==> src/design/acc_pkg.sv <==
// Purpose: shared constants and types for the comparator control block
// Assumes: Avalon-MM slave with 32-bit data, word addressing by byte address
// Notes: register offsets are byte addresses
package acc_pkg;
  localparam int ADDR_W = 4;
  localparam logic [ADDR_W-1:0] OFS_CONTROL = 4'h0;
  localparam logic [ADDR_W-1:0] OFS_STATUS = 4'h4;
  localparam logic [ADDR_W-1:0] OFS_MASK = 4'h8;
  localparam int BIT_ENABLE = 15;
  localparam int BIT_PIN_EN = 14;
  localparam int BIT_INVERT = 13;
  localparam int BIT_RESULT = 8;
  localparam int BIT_EDGE_HI = 7;
  localparam int BIT_EDGE_LO = 6;
  localparam int BIT_POS_SEL = 4;
  localparam int BIT_NEG_HI = 1;
  localparam int BIT_NEG_LO = 0;
  localparam logic [31:0] CTRL_WMASK = 32'h0000E0D3;
  localparam logic [7:0] CTRL_RESET_LO = 8'hC3;
  localparam logic [1:0] EDGE_OFF = 2'h0;
  localparam logic [1:0] EDGE_RISE = 2'h1;
  localparam logic [1:0] EDGE_FALL = 2'h2;
  localparam logic [1:0] EDGE_BOTH = 2'h3;
  localparam logic [1:0] NEG_EXT_B = 2'h0;
  localparam logic [1:0] NEG_EXT_C = 2'h1;
  localparam logic [1:0] NEG_EXT_D = 2'h2;
  localparam logic [1:0] NEG_BANDGAP = 2'h3;
  localparam logic [1:0] STAT_EVENT = 2'h1;
  localparam logic [1:0] STAT_RESET = 2'h0;
  typedef struct packed {
    logic enable;
    logic pin_en;
    logic invert;
    logic [1:0] edge_sel;
    logic pos_sel;
    logic [1:0] neg_sel;
  } acc_ctrl_type;
  typedef struct packed {
    logic analog_enable;
    logic positive_input_select;
    logic [1:0] negative_input_select;
  } acc_analog_type;
endpackage

==> src/design/acc_top.sv <==
// Purpose: control, status and event logic around one analog comparator
// Assumes: comparator output is asynchronous; bus is Avalon-MM with waitrequest
// Notes: one clock, synchronous active-low reset
// What this block does
// - bit 15 turns comparator on; toggling it leaves other fields alone.
// - bit 14 set drives the result onto the result pin.
// - bit 13 set inverts the comparator output.
// - read-only bit 8 shows the current comparator result.
// - bits 7-6 pick event edges: off, rising, falling, both.
// - inversion also feeds the edge detector, flipping the selected edge.
// - bit 4 picks reference voltage or external input a as positive input.
// - bits 1-0 pick inputs b, c, d or bandgap as negative input.
// - unimplemented bits read zero and ignore writes.
//
// Register access over Avalon-MM and the placing of the registers were decided locally.
`timescale 1ns/10ps
`default_nettype none
module acc_top (
  input wire logic sys_clk,
  input wire logic rst_n,
  input wire logic [acc_pkg::ADDR_W-1:0] avs_address,
  input wire logic avs_read,
  input wire logic avs_write,
  input wire logic [31:0] avs_writedata,
  input wire logic [3:0] avs_byteenable,
  output logic [31:0] avs_readdata,
  output logic avs_waitrequest,
  output logic [1:0] avs_response,
  input wire logic comparator_raw,
  output acc_pkg::acc_analog_type analog_ctrl,
  output logic result_pin_out,
  output logic result_pin_oe,
  output logic event_pulse,
  output logic irq
);
  import acc_pkg::*;

  acc_ctrl_type ctrl_q;
  logic sync1_q;
  logic sync2_q;
  logic result_q;
  logic result_prev_q;
  logic event_q;
  logic [1:0] status_q;
  logic [1:0] mask_q;
  logic ack_q;
  logic [31:0] rdata_q;
  logic [1:0] resp_q;
  logic access;
  logic [31:0] be_mask;
  logic [31:0] ctrl_word;
  logic result_inv;
  logic rise;
  logic fall;
  logic hit;
  logic wr_fire;
  logic [31:0] ctrl_next;
  logic [1:0] stat_clr;

  function automatic logic known_addr(input logic [ADDR_W-1:0] a);
    return (a == OFS_CONTROL) || (a == OFS_STATUS) || (a == OFS_MASK);
  endfunction

  assign access = (avs_read || avs_write) && !ack_q;
  // a write lands only at the edge where waitrequest is low
  assign wr_fire = avs_write && ack_q;
  assign ctrl_next = (ctrl_word & ~(be_mask & CTRL_WMASK)) | (avs_writedata & be_mask & CTRL_WMASK);
  assign stat_clr = (wr_fire && avs_address == OFS_STATUS && avs_byteenable[0]) ?
                    avs_writedata[1:0] : 2'h0;
  assign be_mask = {{8{avs_byteenable[3]}}, {8{avs_byteenable[2]}},
                    {8{avs_byteenable[1]}}, {8{avs_byteenable[0]}}};

  // control word image
  always_comb begin
    ctrl_word = 32'h00000000;
    ctrl_word[BIT_ENABLE] = ctrl_q.enable;
    ctrl_word[BIT_PIN_EN] = ctrl_q.pin_en;
    ctrl_word[BIT_INVERT] = ctrl_q.invert;
    ctrl_word[BIT_RESULT] = result_inv;
    ctrl_word[BIT_EDGE_HI:BIT_EDGE_LO] = ctrl_q.edge_sel;
    ctrl_word[BIT_POS_SEL] = ctrl_q.pos_sel;
    ctrl_word[BIT_NEG_HI:BIT_NEG_LO] = ctrl_q.neg_sel;
  end

  // control register writes
  always_ff @(posedge sys_clk) begin
    if (!rst_n) begin
      ctrl_q <= '{enable: 1'b0, pin_en: 1'b0, invert: 1'b0,
                  edge_sel: CTRL_RESET_LO[7:6], pos_sel: CTRL_RESET_LO[4],
                  neg_sel: CTRL_RESET_LO[1:0]};
    end else if (wr_fire && avs_address == OFS_CONTROL) begin
      ctrl_q.enable <= ctrl_next[BIT_ENABLE];
      ctrl_q.pin_en <= ctrl_next[BIT_PIN_EN];
      ctrl_q.invert <= ctrl_next[BIT_INVERT];
      ctrl_q.edge_sel <= ctrl_next[BIT_EDGE_HI:BIT_EDGE_LO];
      ctrl_q.pos_sel <= ctrl_next[BIT_POS_SEL];
      ctrl_q.neg_sel <= ctrl_next[BIT_NEG_HI:BIT_NEG_LO];
    end
  end

  // input synchroniser
  always_ff @(posedge sys_clk) begin
    if (!rst_n) begin
      sync1_q <= 1'b0;
      sync2_q <= 1'b0;
    end else begin
      sync1_q <= comparator_raw;
      sync2_q <= sync1_q;
    end
  end

  assign result_inv = sync2_q ^ ctrl_q.invert;

  // result and edge history
  always_ff @(posedge sys_clk) begin
    if (!rst_n) begin
      result_q <= 1'b0;
      result_prev_q <= 1'b0;
    end else begin
      // history tracks the input while off, so enabling gives no false edge
      result_q <= result_inv;
      result_prev_q <= ctrl_q.enable ? result_q : result_inv;
    end
  end

  assign rise = result_q && !result_prev_q;
  assign fall = !result_q && result_prev_q;

  always_comb begin
    case (ctrl_q.edge_sel)
      EDGE_OFF: hit = 1'b0;
      EDGE_RISE: hit = rise;
      EDGE_FALL: hit = fall;
      EDGE_BOTH: hit = rise || fall;
      default: hit = 1'b0;
    endcase
  end

  // event pulse
  always_ff @(posedge sys_clk) begin
    if (!rst_n) begin
      event_q <= 1'b0;
    end else begin
      event_q <= hit && ctrl_q.enable;
    end
  end

  // sticky status, set wins over clear
  always_ff @(posedge sys_clk) begin
    if (!rst_n) begin
      status_q <= STAT_RESET;
    end else begin
      status_q <= (status_q & ~stat_clr) | (event_q ? STAT_EVENT : 2'h0);
    end
  end

  // mask register
  always_ff @(posedge sys_clk) begin
    if (!rst_n) begin
      mask_q <= 2'h0;
    end else if (wr_fire && avs_address == OFS_MASK && avs_byteenable[0]) begin
      mask_q <= avs_writedata[1:0] & STAT_EVENT;
    end
  end

  // bus answer one cycle after request
  always_ff @(posedge sys_clk) begin
    if (!rst_n) begin
      ack_q <= 1'b0;
      rdata_q <= 32'h00000000;
      resp_q <= 2'h0;
    end else begin
      ack_q <= access;
      if (access) begin
        resp_q <= known_addr(avs_address) ? 2'h0 : 2'h2;
        rdata_q <= 32'h00000000;
        if (avs_read) begin
          case (avs_address)
            OFS_CONTROL: rdata_q <= ctrl_word;
            OFS_STATUS: rdata_q <= {30'h00000000, status_q};
            OFS_MASK: rdata_q <= {30'h00000000, mask_q};
            default: rdata_q <= 32'h00000000;
          endcase
        end
      end
    end
  end

  assign avs_waitrequest = (avs_read || avs_write) && !ack_q;
  assign avs_readdata = rdata_q;
  assign avs_response = resp_q;

  // pin and analog outputs
  always_ff @(posedge sys_clk) begin
    if (!rst_n) begin
      result_pin_out <= 1'b0;
      result_pin_oe <= 1'b0;
    end else begin
      result_pin_out <= result_inv && ctrl_q.enable;
      result_pin_oe <= ctrl_q.pin_en;
    end
  end

  assign analog_ctrl.analog_enable = ctrl_q.enable;
  assign analog_ctrl.positive_input_select = ctrl_q.pos_sel;
  assign analog_ctrl.negative_input_select = ctrl_q.neg_sel;
  assign event_pulse = event_q;
  assign irq = |(status_q & mask_q);
endmodule // acc_top
`default_nettype wire

==> config.mk <==
export PLATFORM = sky130hd
export DESIGN_NAME = acc_top
export DESIGN_NICKNAME = d
export VERILOG_FILES = /design/src/design/acc_pkg.sv /design/src/design/acc_top.sv
export SDC_FILE = /design/constraint.sdc
export NUM_CORES = 1
export LEC_CHECK = 0
export BUFFER_PORTS_ARGS = -buffer_cell sky130_fd_sc_hd__buf_4
export CORE_UTILIZATION = 42
export DETAILED_ROUTE_END_ITERATION = 10
export HOLD_SLACK_MARGIN = 0.05
export PLACE_DENSITY_LB_ADDON = 0.2
export SYNTH_ARGS = -nofsm -noshare
export SYNTH_HDL_FRONTEND = slang
export SYNTH_SLANG_ARGS = --single-unit
==> constraint.sdc <==
create_clock -name sys_clk -period 1.7 [get_ports sys_clk]
set_clock_uncertainty 0.05 [all_clocks]
set_input_delay 0.34 -clock sys_clk [delete_from_list [all_inputs] [get_ports sys_clk]]
set_output_delay 0.34 -clock sys_clk [all_outputs]
set_load 0.005 [all_outputs]
==> results.md, run 1 <==
- Setup violations, final: 0
- Cell breakdown of the critical path: o21bai_1, inv_1, buf_4
- Crit Path Class: flip-flop to primary output
- Ys async rst share: 0%
- Max Cap Viol: 0
- Slowest stage delay, CP: approximately 0.4 ns
- Synth Register Bits: 29
- Synth top cells by count: 29 x dfxtp_1, 28 x buf_4, 18 x nor2_1
- Most frequent cell after synthesis: dfxtp_1
- Vias/cell: approximately 4.8
- Die area: roughly 3600 µm²
- Post-DP Area: between 1500 and 2000 µm²
- Largest net degree at the start of global routing: 14
- Share of layout cells above drive strength 1: ~29%
- Via count: between 1000 and 1500
- Slowest CP cell: dfxtp_2
- Critical Path Fanout Max: 5
- CP Capture Type: primary output
- Core ar.: 3130 µm²
- Number of global-route vias before repair: a little under 1000
- Antenna Nets Post-Route: 0
- Initial cell density of the core: between 40 and 50%
- Synth Flop Type: dfxtp_1
- Synth Cell Area: roughly 1400 µm²
- Final #Nets: about 240
- PD cells: around 730 nW/µm²
- # diodes: 0
- Slew Viols, Final: 0
- Gpl congestion: between 0.7 and 0.8
- Cell count after synthesis: 156
- Tot GR Track Use: between 10% and 20%
- CP Launch Type: flip-flop
- Pre-CTS setup slack: roughly 0.16 ns
- Synth warn: 0
- Synth top area cells: dfxtp_1 41%, buf_4 15%, nor2_1 4.7%
- Horiz. Die Dim: approximately 60 µm
- RSZ-0062 raised after global routing: no
- Initial antenna violation count: 0
- Ports: 88
- CTS Sinks: 29
- CP bufs+invs: 2
- Worst Hold Class: primary input to flip-flop
- Yosys top cell area share: about two fifths
- TritonCTS Buffers: 5
- Overall Power: approximately 0.0012 W
- Mapped Avg Cell Area: between 9 and 10 µm²
- Final Hold Viols: 0
- # hold bufs at CTS: 0
- Post-Route Setup TNS: 0 ns
- Detailed-placement wirelength estimate: around 2100 µm
- Total Routed Length: between 2000 and 3000 µm
- Post-route cell area: around 1700 µm²
- Number of DRC markers in iteration 0: 30
- Lkg Pwr: 0.751 nW
- WHS: about 0.13 ns
- Fmax: roughly 630 MHz
- Die H: between 60 and 70 µm
- # rows: 20
- Critical Path AT: about 1.2 ns
- Total global routing overflow: 0
- Buffers on Ports: 37
- DRT Pass-1 Iters: 4
- Layout area overhead: 20.1%
- Root buffer cell: clkbuf_4
- Post-synth EDFFs: 0
- CTS Buffer Depth: 2
- Post-route setup slack: ~0.1 ns
- H-tree depth: 2
- First-pass GRT wire length: 4440 µm
- Cell taking the most area after synthesis: dfxtp_1
- Skew-Pair Late Insertion Delay: 0.32 ns
- Top delay family on crit path: flip-flops
- Post-DR wirelength/cell: 11.8 µm
- WP data required: around 1.3 ns
- Register clock-pin slew on the reported worst setup and hold paths: about 0.09 ns
- Sequential area share after synthesis: roughly two fifths
- Status: finished clean
- Peak VDD IR: between 300 and 400 µV
- Final critical-path required period: ~1.6 ns
- CTS tree: built
- Distinct cell type count after synthesis: 32
- DRC: 0
- Part of the cycle the worst path needs: 94.1%
==> worst register-to-register path, cell delays in order (launching register included) <==
cell and delay (ns):
dfxtp_2 0.40, nand4bb_4 0.17, nor4b_1 0.44, mux2i_1 0.23
==> worst paths after layout <==
| kind | startpoint | endpoint | slack (ns) | cells after the start |
|---|---|---|---|---|
| worst min register to register | status_q[1]$_SDFF_PN0_ | status_q[1]$_SDFF_PN0_ | 0.39 | 2 |
| worst min-delay path | avs_writedata[1] | status_q[1]$_SDFF_PN0_ | 0.13 | 2 |
| worst max register to register | ack_q$_SDFF_PN0_ | mask_q[0]$_SDFFE_PN0P_ | 0.36 | 3 |
| worst max-delay path | ack_q$_SDFF_PN0_ | avs_waitrequest | 0.10 | 3 |
==> final cells by class <==
| type | count | area [µm²] |
|---|---|---|
| clock buffers | 7 | 55.1 |
| repair buffers | 43 | 323 |
| well taps | 44 | 55.1 |
| multi-input cells | 109 | 673 |
| flip-flops and latches | 29 | 582 |
| fillers | 296 | 1410 |
| inverters | 7 | 26.3 |
==> cells by family (layout without fill, tap and decap cells) <==
kind of cell	after synthesis	after routing	synth area share (%)
fa+ha+maj	2	2	1.75
compound gates	23	23	10.7
flops	29	29	40.7
buf+inv	41	57	18.2
other cells	1	24	0.263
simple gates	51	51	22.0
xor+xnor	1	1	0.614
mux	8	8	5.78
==> placed cells by master (no fill, tap or decap), types with 3 or more instances in the layout <==
cell type	count
buf_4	43
o21ai_0	6
mux2i_1	6
nor2b_1	3
and2_1	4
nor2_1	18
conb_1	24
nand3_1	4
clkbuf_4	5
inv_1	7
dfxtp_1	28
a32oi_1	7
a21oi_1	5
nand2_1	9
==> repair_timing <==
item                                    CTS  global route
endpoints found under the hold margin     0             0
gates resized for setup                   1             0
endpoints found under the setup margin    1             0
buffers inserted                          0             0
==> where the power goes <==
part           internal [W]  switching (W)  total (W)  leakage, nW
logic             0.0000654      0.0000750   0.000140        0.484
clock network      0.000195       0.000219   0.000414       0.0314
registers          0.000688     0.00000728   0.000696        0.235
total              0.000949       0.000301    0.00125        0.751
==> per-layer routing <==
layer	up-vias	global-route usage, %	wire length (µm)
met4	0	7.97	28
met2	46	26.8	1320
met1	532	20.9	1280
li1	562	-	-
met3	3	6.49	187
met5	-	0	0
==> through the flow <==
step           util [%]  std cells
2_1_floorplan         -        179
3_3_place_gp       53.0        232
3_5_place_dp       53.0        232
4_1_cts            54.8        239
5_1_grt            54.8        239
6_report           54.8        239
No activity file was read; power rests on OpenSTA's default activity.
==> run 2, diff against run 1 <==
--- a/config.mk
+++ b/config.mk
@@ -5,6 +5,7 @@
 export SDC_FILE = /design/constraint.sdc
 export NUM_CORES = 1
 export LEC_CHECK = 0
+export ABC_AREA = 1
 export BUFFER_PORTS_ARGS = -buffer_cell sky130_fd_sc_hd__buf_4
 export CORE_UTILIZATION = 42
 export DETAILED_ROUTE_END_ITERATION = 10
==> run 2 against run 1 <==
- final cell count grew 12%
- sequential share of layout area grew 0.40 points
- sequential power is essentially flat
- non-clock buffer count shrank 5
- critical path depth grew 1
- maximum frequency grew 13%
- count of clock-buffer cells in the layout is the same
- final area shrank 1.4%
- die area grew 0.43%
- worst setup slack gained 0.18 ns
- via count shrank 1.8%
- critical endpoint unchanged
- critical path type unchanged
==> results.md, run 2 <==
- CP Launch Type: flip-flop (unchanged)
- # hold bufs at CTS: 0 (unchanged)
- Multi-input gate area in the final layout: 624 µm² (was 673 µm²)
- Synth top cells by count: 33 x nand2_1, 29 x dfxtp_1, 28 x buf_4 (was 29 x dfxtp_1, 28 x buf_4, 18 x nor2_1)
- Skew-Pair Late Insertion Delay: 0.33 ns (was 0.32 ns)
- Register clock-pin slew on the reported worst setup and hold paths: 0.08 ns (was 0.09 ns)
- H-tree depth: 2 (unchanged)
- Crit Path Class: flip-flop to primary output (unchanged)
- Ports: 88 (unchanged)
- Hold path cells: 3 (was 2)
- Layout area overhead: 17.9% (was 20.1%)
- Fill cells: 331 (was 296)
- Commonest non-fill, non-tap cell in the layout: buf_4 (unchanged)
- Synth warn: 0 (unchanged)
- Fmax: 704 MHz (was 625 MHz)
- PD cells: 737 nW/µm² (was 729 nW/µm²)
- Buffers on Ports: 37 (unchanged)
- CTS Buffer Depth: 2 (unchanged)
- Commonest non-fill, non-tap cells in the layout: 38 x buf_4, 33 x nand2_1, 29 x dfxtp_1 (was 43 x buf_4, 28 x dfxtp_1, 24 x conb_1)
- Most frequent cell after synthesis: nand2_1 (was dfxtp_1)
- Yosys top cell area share: 40.5% (was 40.7%)
- Initial antenna violation count: 0 (unchanged)
- First-pass GRT wire length: 4130 µm (was 4440 µm)
- Synth Cell Area: 1430 µm² (about the same)
- Vias/cell: 4.20 (was 4.78)
- Setup violations, final: 0 (unchanged)
- Worst Hold Class: primary input to flip-flop (unchanged)
- DRC: 0 (unchanged)
- Gpl congestion: 0.777 (was 0.735)
- Reg area: 581 µm² (was 582 µm²)
- Sequential area share after synthesis: 40.5% (was 40.7%)
- Synth Flop Type: dfxtp_1 (unchanged)
- Critical Path End: avs_waitrequest (unchanged)
- Root buffer cell: clkbuf_4 (unchanged)
- CP Capture Type: primary output (unchanged)
- Via count: 1122 (was 1143)
- # rows: 20 (unchanged)
- Largest net degree at the start of global routing: 19 (was 14)
- Status: finished clean (unchanged)
- Max Cap Viol: 0 (unchanged)
- Number of global-route vias before repair: 957 (was 979)
- Pre-CTS setup slack: 0.355 ns (was 0.158 ns)
- Cell taking the most area after synthesis: dfxtp_1 (unchanged)
- Synth top area cells: dfxtp_1 40%, buf_4 15%, nand2_1 8.6% (was dfxtp_1 41%, buf_4 15%, nor2_1 4.7%)
- Total Routed Length: 2550 µm (was 2810 µm)
- Final Hold Viols: 0 (unchanged)
- # diodes: 0 (unchanged)
- DRT Pass-1 Iters: 4 (unchanged)
- Part of the cycle the worst path needs: 83.6% (was 94.1%)
- Reg2Reg Capture Point: event_pulse$_SDFF_PN0_ (was mask_q[0]$_SDFFE_PN0P_)
- Core ar.: 3150 µm² (was 3130 µm²)
- CTS-repair resized insts: 0 (was 1)
- Ys async rst share: 0% (unchanged)
- WP data required: 1.31 ns (about the same)
- Post-DR wirelength/cell: 9.54 µm (was 11.8 µm)
- CTS Sinks: 29 (unchanged)
- Critical Path Fanout Max: 2 (was 5)
- Mapped Avg Cell Area: 7.71 µm² (was 9.15 µm²)
- Cell count after synthesis: 186 (was 156)
- Die area: 3650 µm² (was 3640 µm²)
- Distinct cell type count after synthesis: 25 (was 32)
- Critical R2R Launch: result_q$_SDFF_PN0_ (was ack_q$_SDFF_PN0_)
- Post-route setup slack: 0.279 ns (was 0.100 ns)
- Slew Viols, Final: 0 (unchanged)
- Number of DRC markers in iteration 0: 22 (was 30)
- Lkg Pwr: 0.889 nW (was 0.751 nW)
- Initial cell density of the core: 45.5% (was 45.6%)
- Peak VDD IR: 374 µV (was 378 µV)
- Final #Nets: 270 (was 242)
- WHS: 0.142 ns (was 0.133 ns)
- Detailed-placement wirelength estimate: 1960 µm (was 2130 µm)
- Reg2reg setup slack: 0.49 ns (was 0.36 ns)
- Final critical-path required period: 1.42 ns (was 1.60 ns)
- TritonCTS Buffers: 5 (unchanged)
- CTS tree: built (unchanged)
- Crit path launch: ack_q$_SDFF_PN0_ (unchanged)
- RSZ-0062 raised after global routing: no (unchanged)
- Die H: 60.4 µm (was 60.3 µm)
- Total setup buffers inserted after CTS: 0 (unchanged)
- Post-synth EDFFs: 0 (unchanged)
- Worst hold start: comparator_raw (was avs_writedata[1])
- Worst reg2reg path depth: 5 (was 3)
- Post-Route Setup TNS: 0 ns (unchanged)
- Tot GR Track Use: 16.0% (was 17.2%)
- Critical Path AT: 1.03 ns (was 1.21 ns)
- Share of layout cells above drive strength 1: 28.7% (was 29.2%)
- Total global routing overflow: 0 (unchanged)
- Synth Register Bits: 29 (unchanged)
- Antenna Nets Post-Route: 0 (unchanged)
- Horiz. Die Dim: 60.4 µm (was 60.3 µm)
run 2: stage by stage:
step | util [%] | area, µm² | instances | total power, W
global placement | 51.9 | 1640 | 260 | 0.000838
detailed placement | 51.9 | 1640 | 260 | 0.000839
CTS | 53.6 | 1690 | 267 | 0.00126
finish | 53.6 | 1690 | 267 | 0.00125
floorplan | - | 1520 | 209 | 0.000820
global route | 53.6 | 1690 | 267 | 0.00131
run 2: area by class of cell:
class	count	share of cell area (%)
Clock buffer	7	3.26
Tap cell	44	3.26
Multi-Input combinational cell	125	36.9
Inverter	24	5.33
Sequential cell	29	34.3
Timing Repair Buffer	38	16.9
run 2: critical path, stage by stage, from the launching register on:
cell	delay, ns
dfxtp_1	0.35
inv_1	0.05
o21ai_1	0.10
inv_1	0.08
buf_4	0.14
run 2: report_power, final:
| part | leakage (nW) | switching (W) | total [W] | internal (W) |
|---|---|---|---|---|
| Sequential | 0.235 | 0.00000490 | 0.000693 | 0.000688 |
| Clock | 0.0314 | 0.000229 | 0.000424 | 0.000195 |
| Combinational | 0.622 | 0.0000751 | 0.000128 | 0.0000530 |
| Total | 0.889 | 0.000309 | 0.00125 | 0.000936 |
run 2: worst min-delay path by stage:
stage	to	slack, ns
final	sync1_q$_SDFF_PN0_	0.14
after floorplan	sync2_q$_SDFF_PN0_	0.34
after detailed placement	sync2_q$_SDFF_PN0_	0.35
after CTS	sync1_q$_SDFF_PN0_	0.13
after global placement	sync2_q$_SDFF_PN0_	0.34
after global routing	sync1_q$_SDFF_PN0_	0.14
run 2: cell families (layout without fill, tap and decap cells):
family / count (synthesis) / in the layout / share of synthesized area [%]
AO/OA/AOI/OAI: 23 / 23 / 9.51
XOR/XNOR: 1 / 1 / 0.611
adder cells (fa/ha/maj): 2 / 2 / 1.74
buffers and inverters: 55 / 69 / 22.0
flip-flops: 29 / 29 / 40.5
other: 1 / 24 / 0.262
AND/OR/NAND/NOR: 75 / 75 / 25.4
run 2: layer usage:
layer	track usage [%]	vias to the layer above	routed length [µm]
met5	0	-	0
li1	-	599	-
met4	7.79	0	59
met2	24.8	41	1100
met1	19.5	477	1230
met3	6.40	5	160
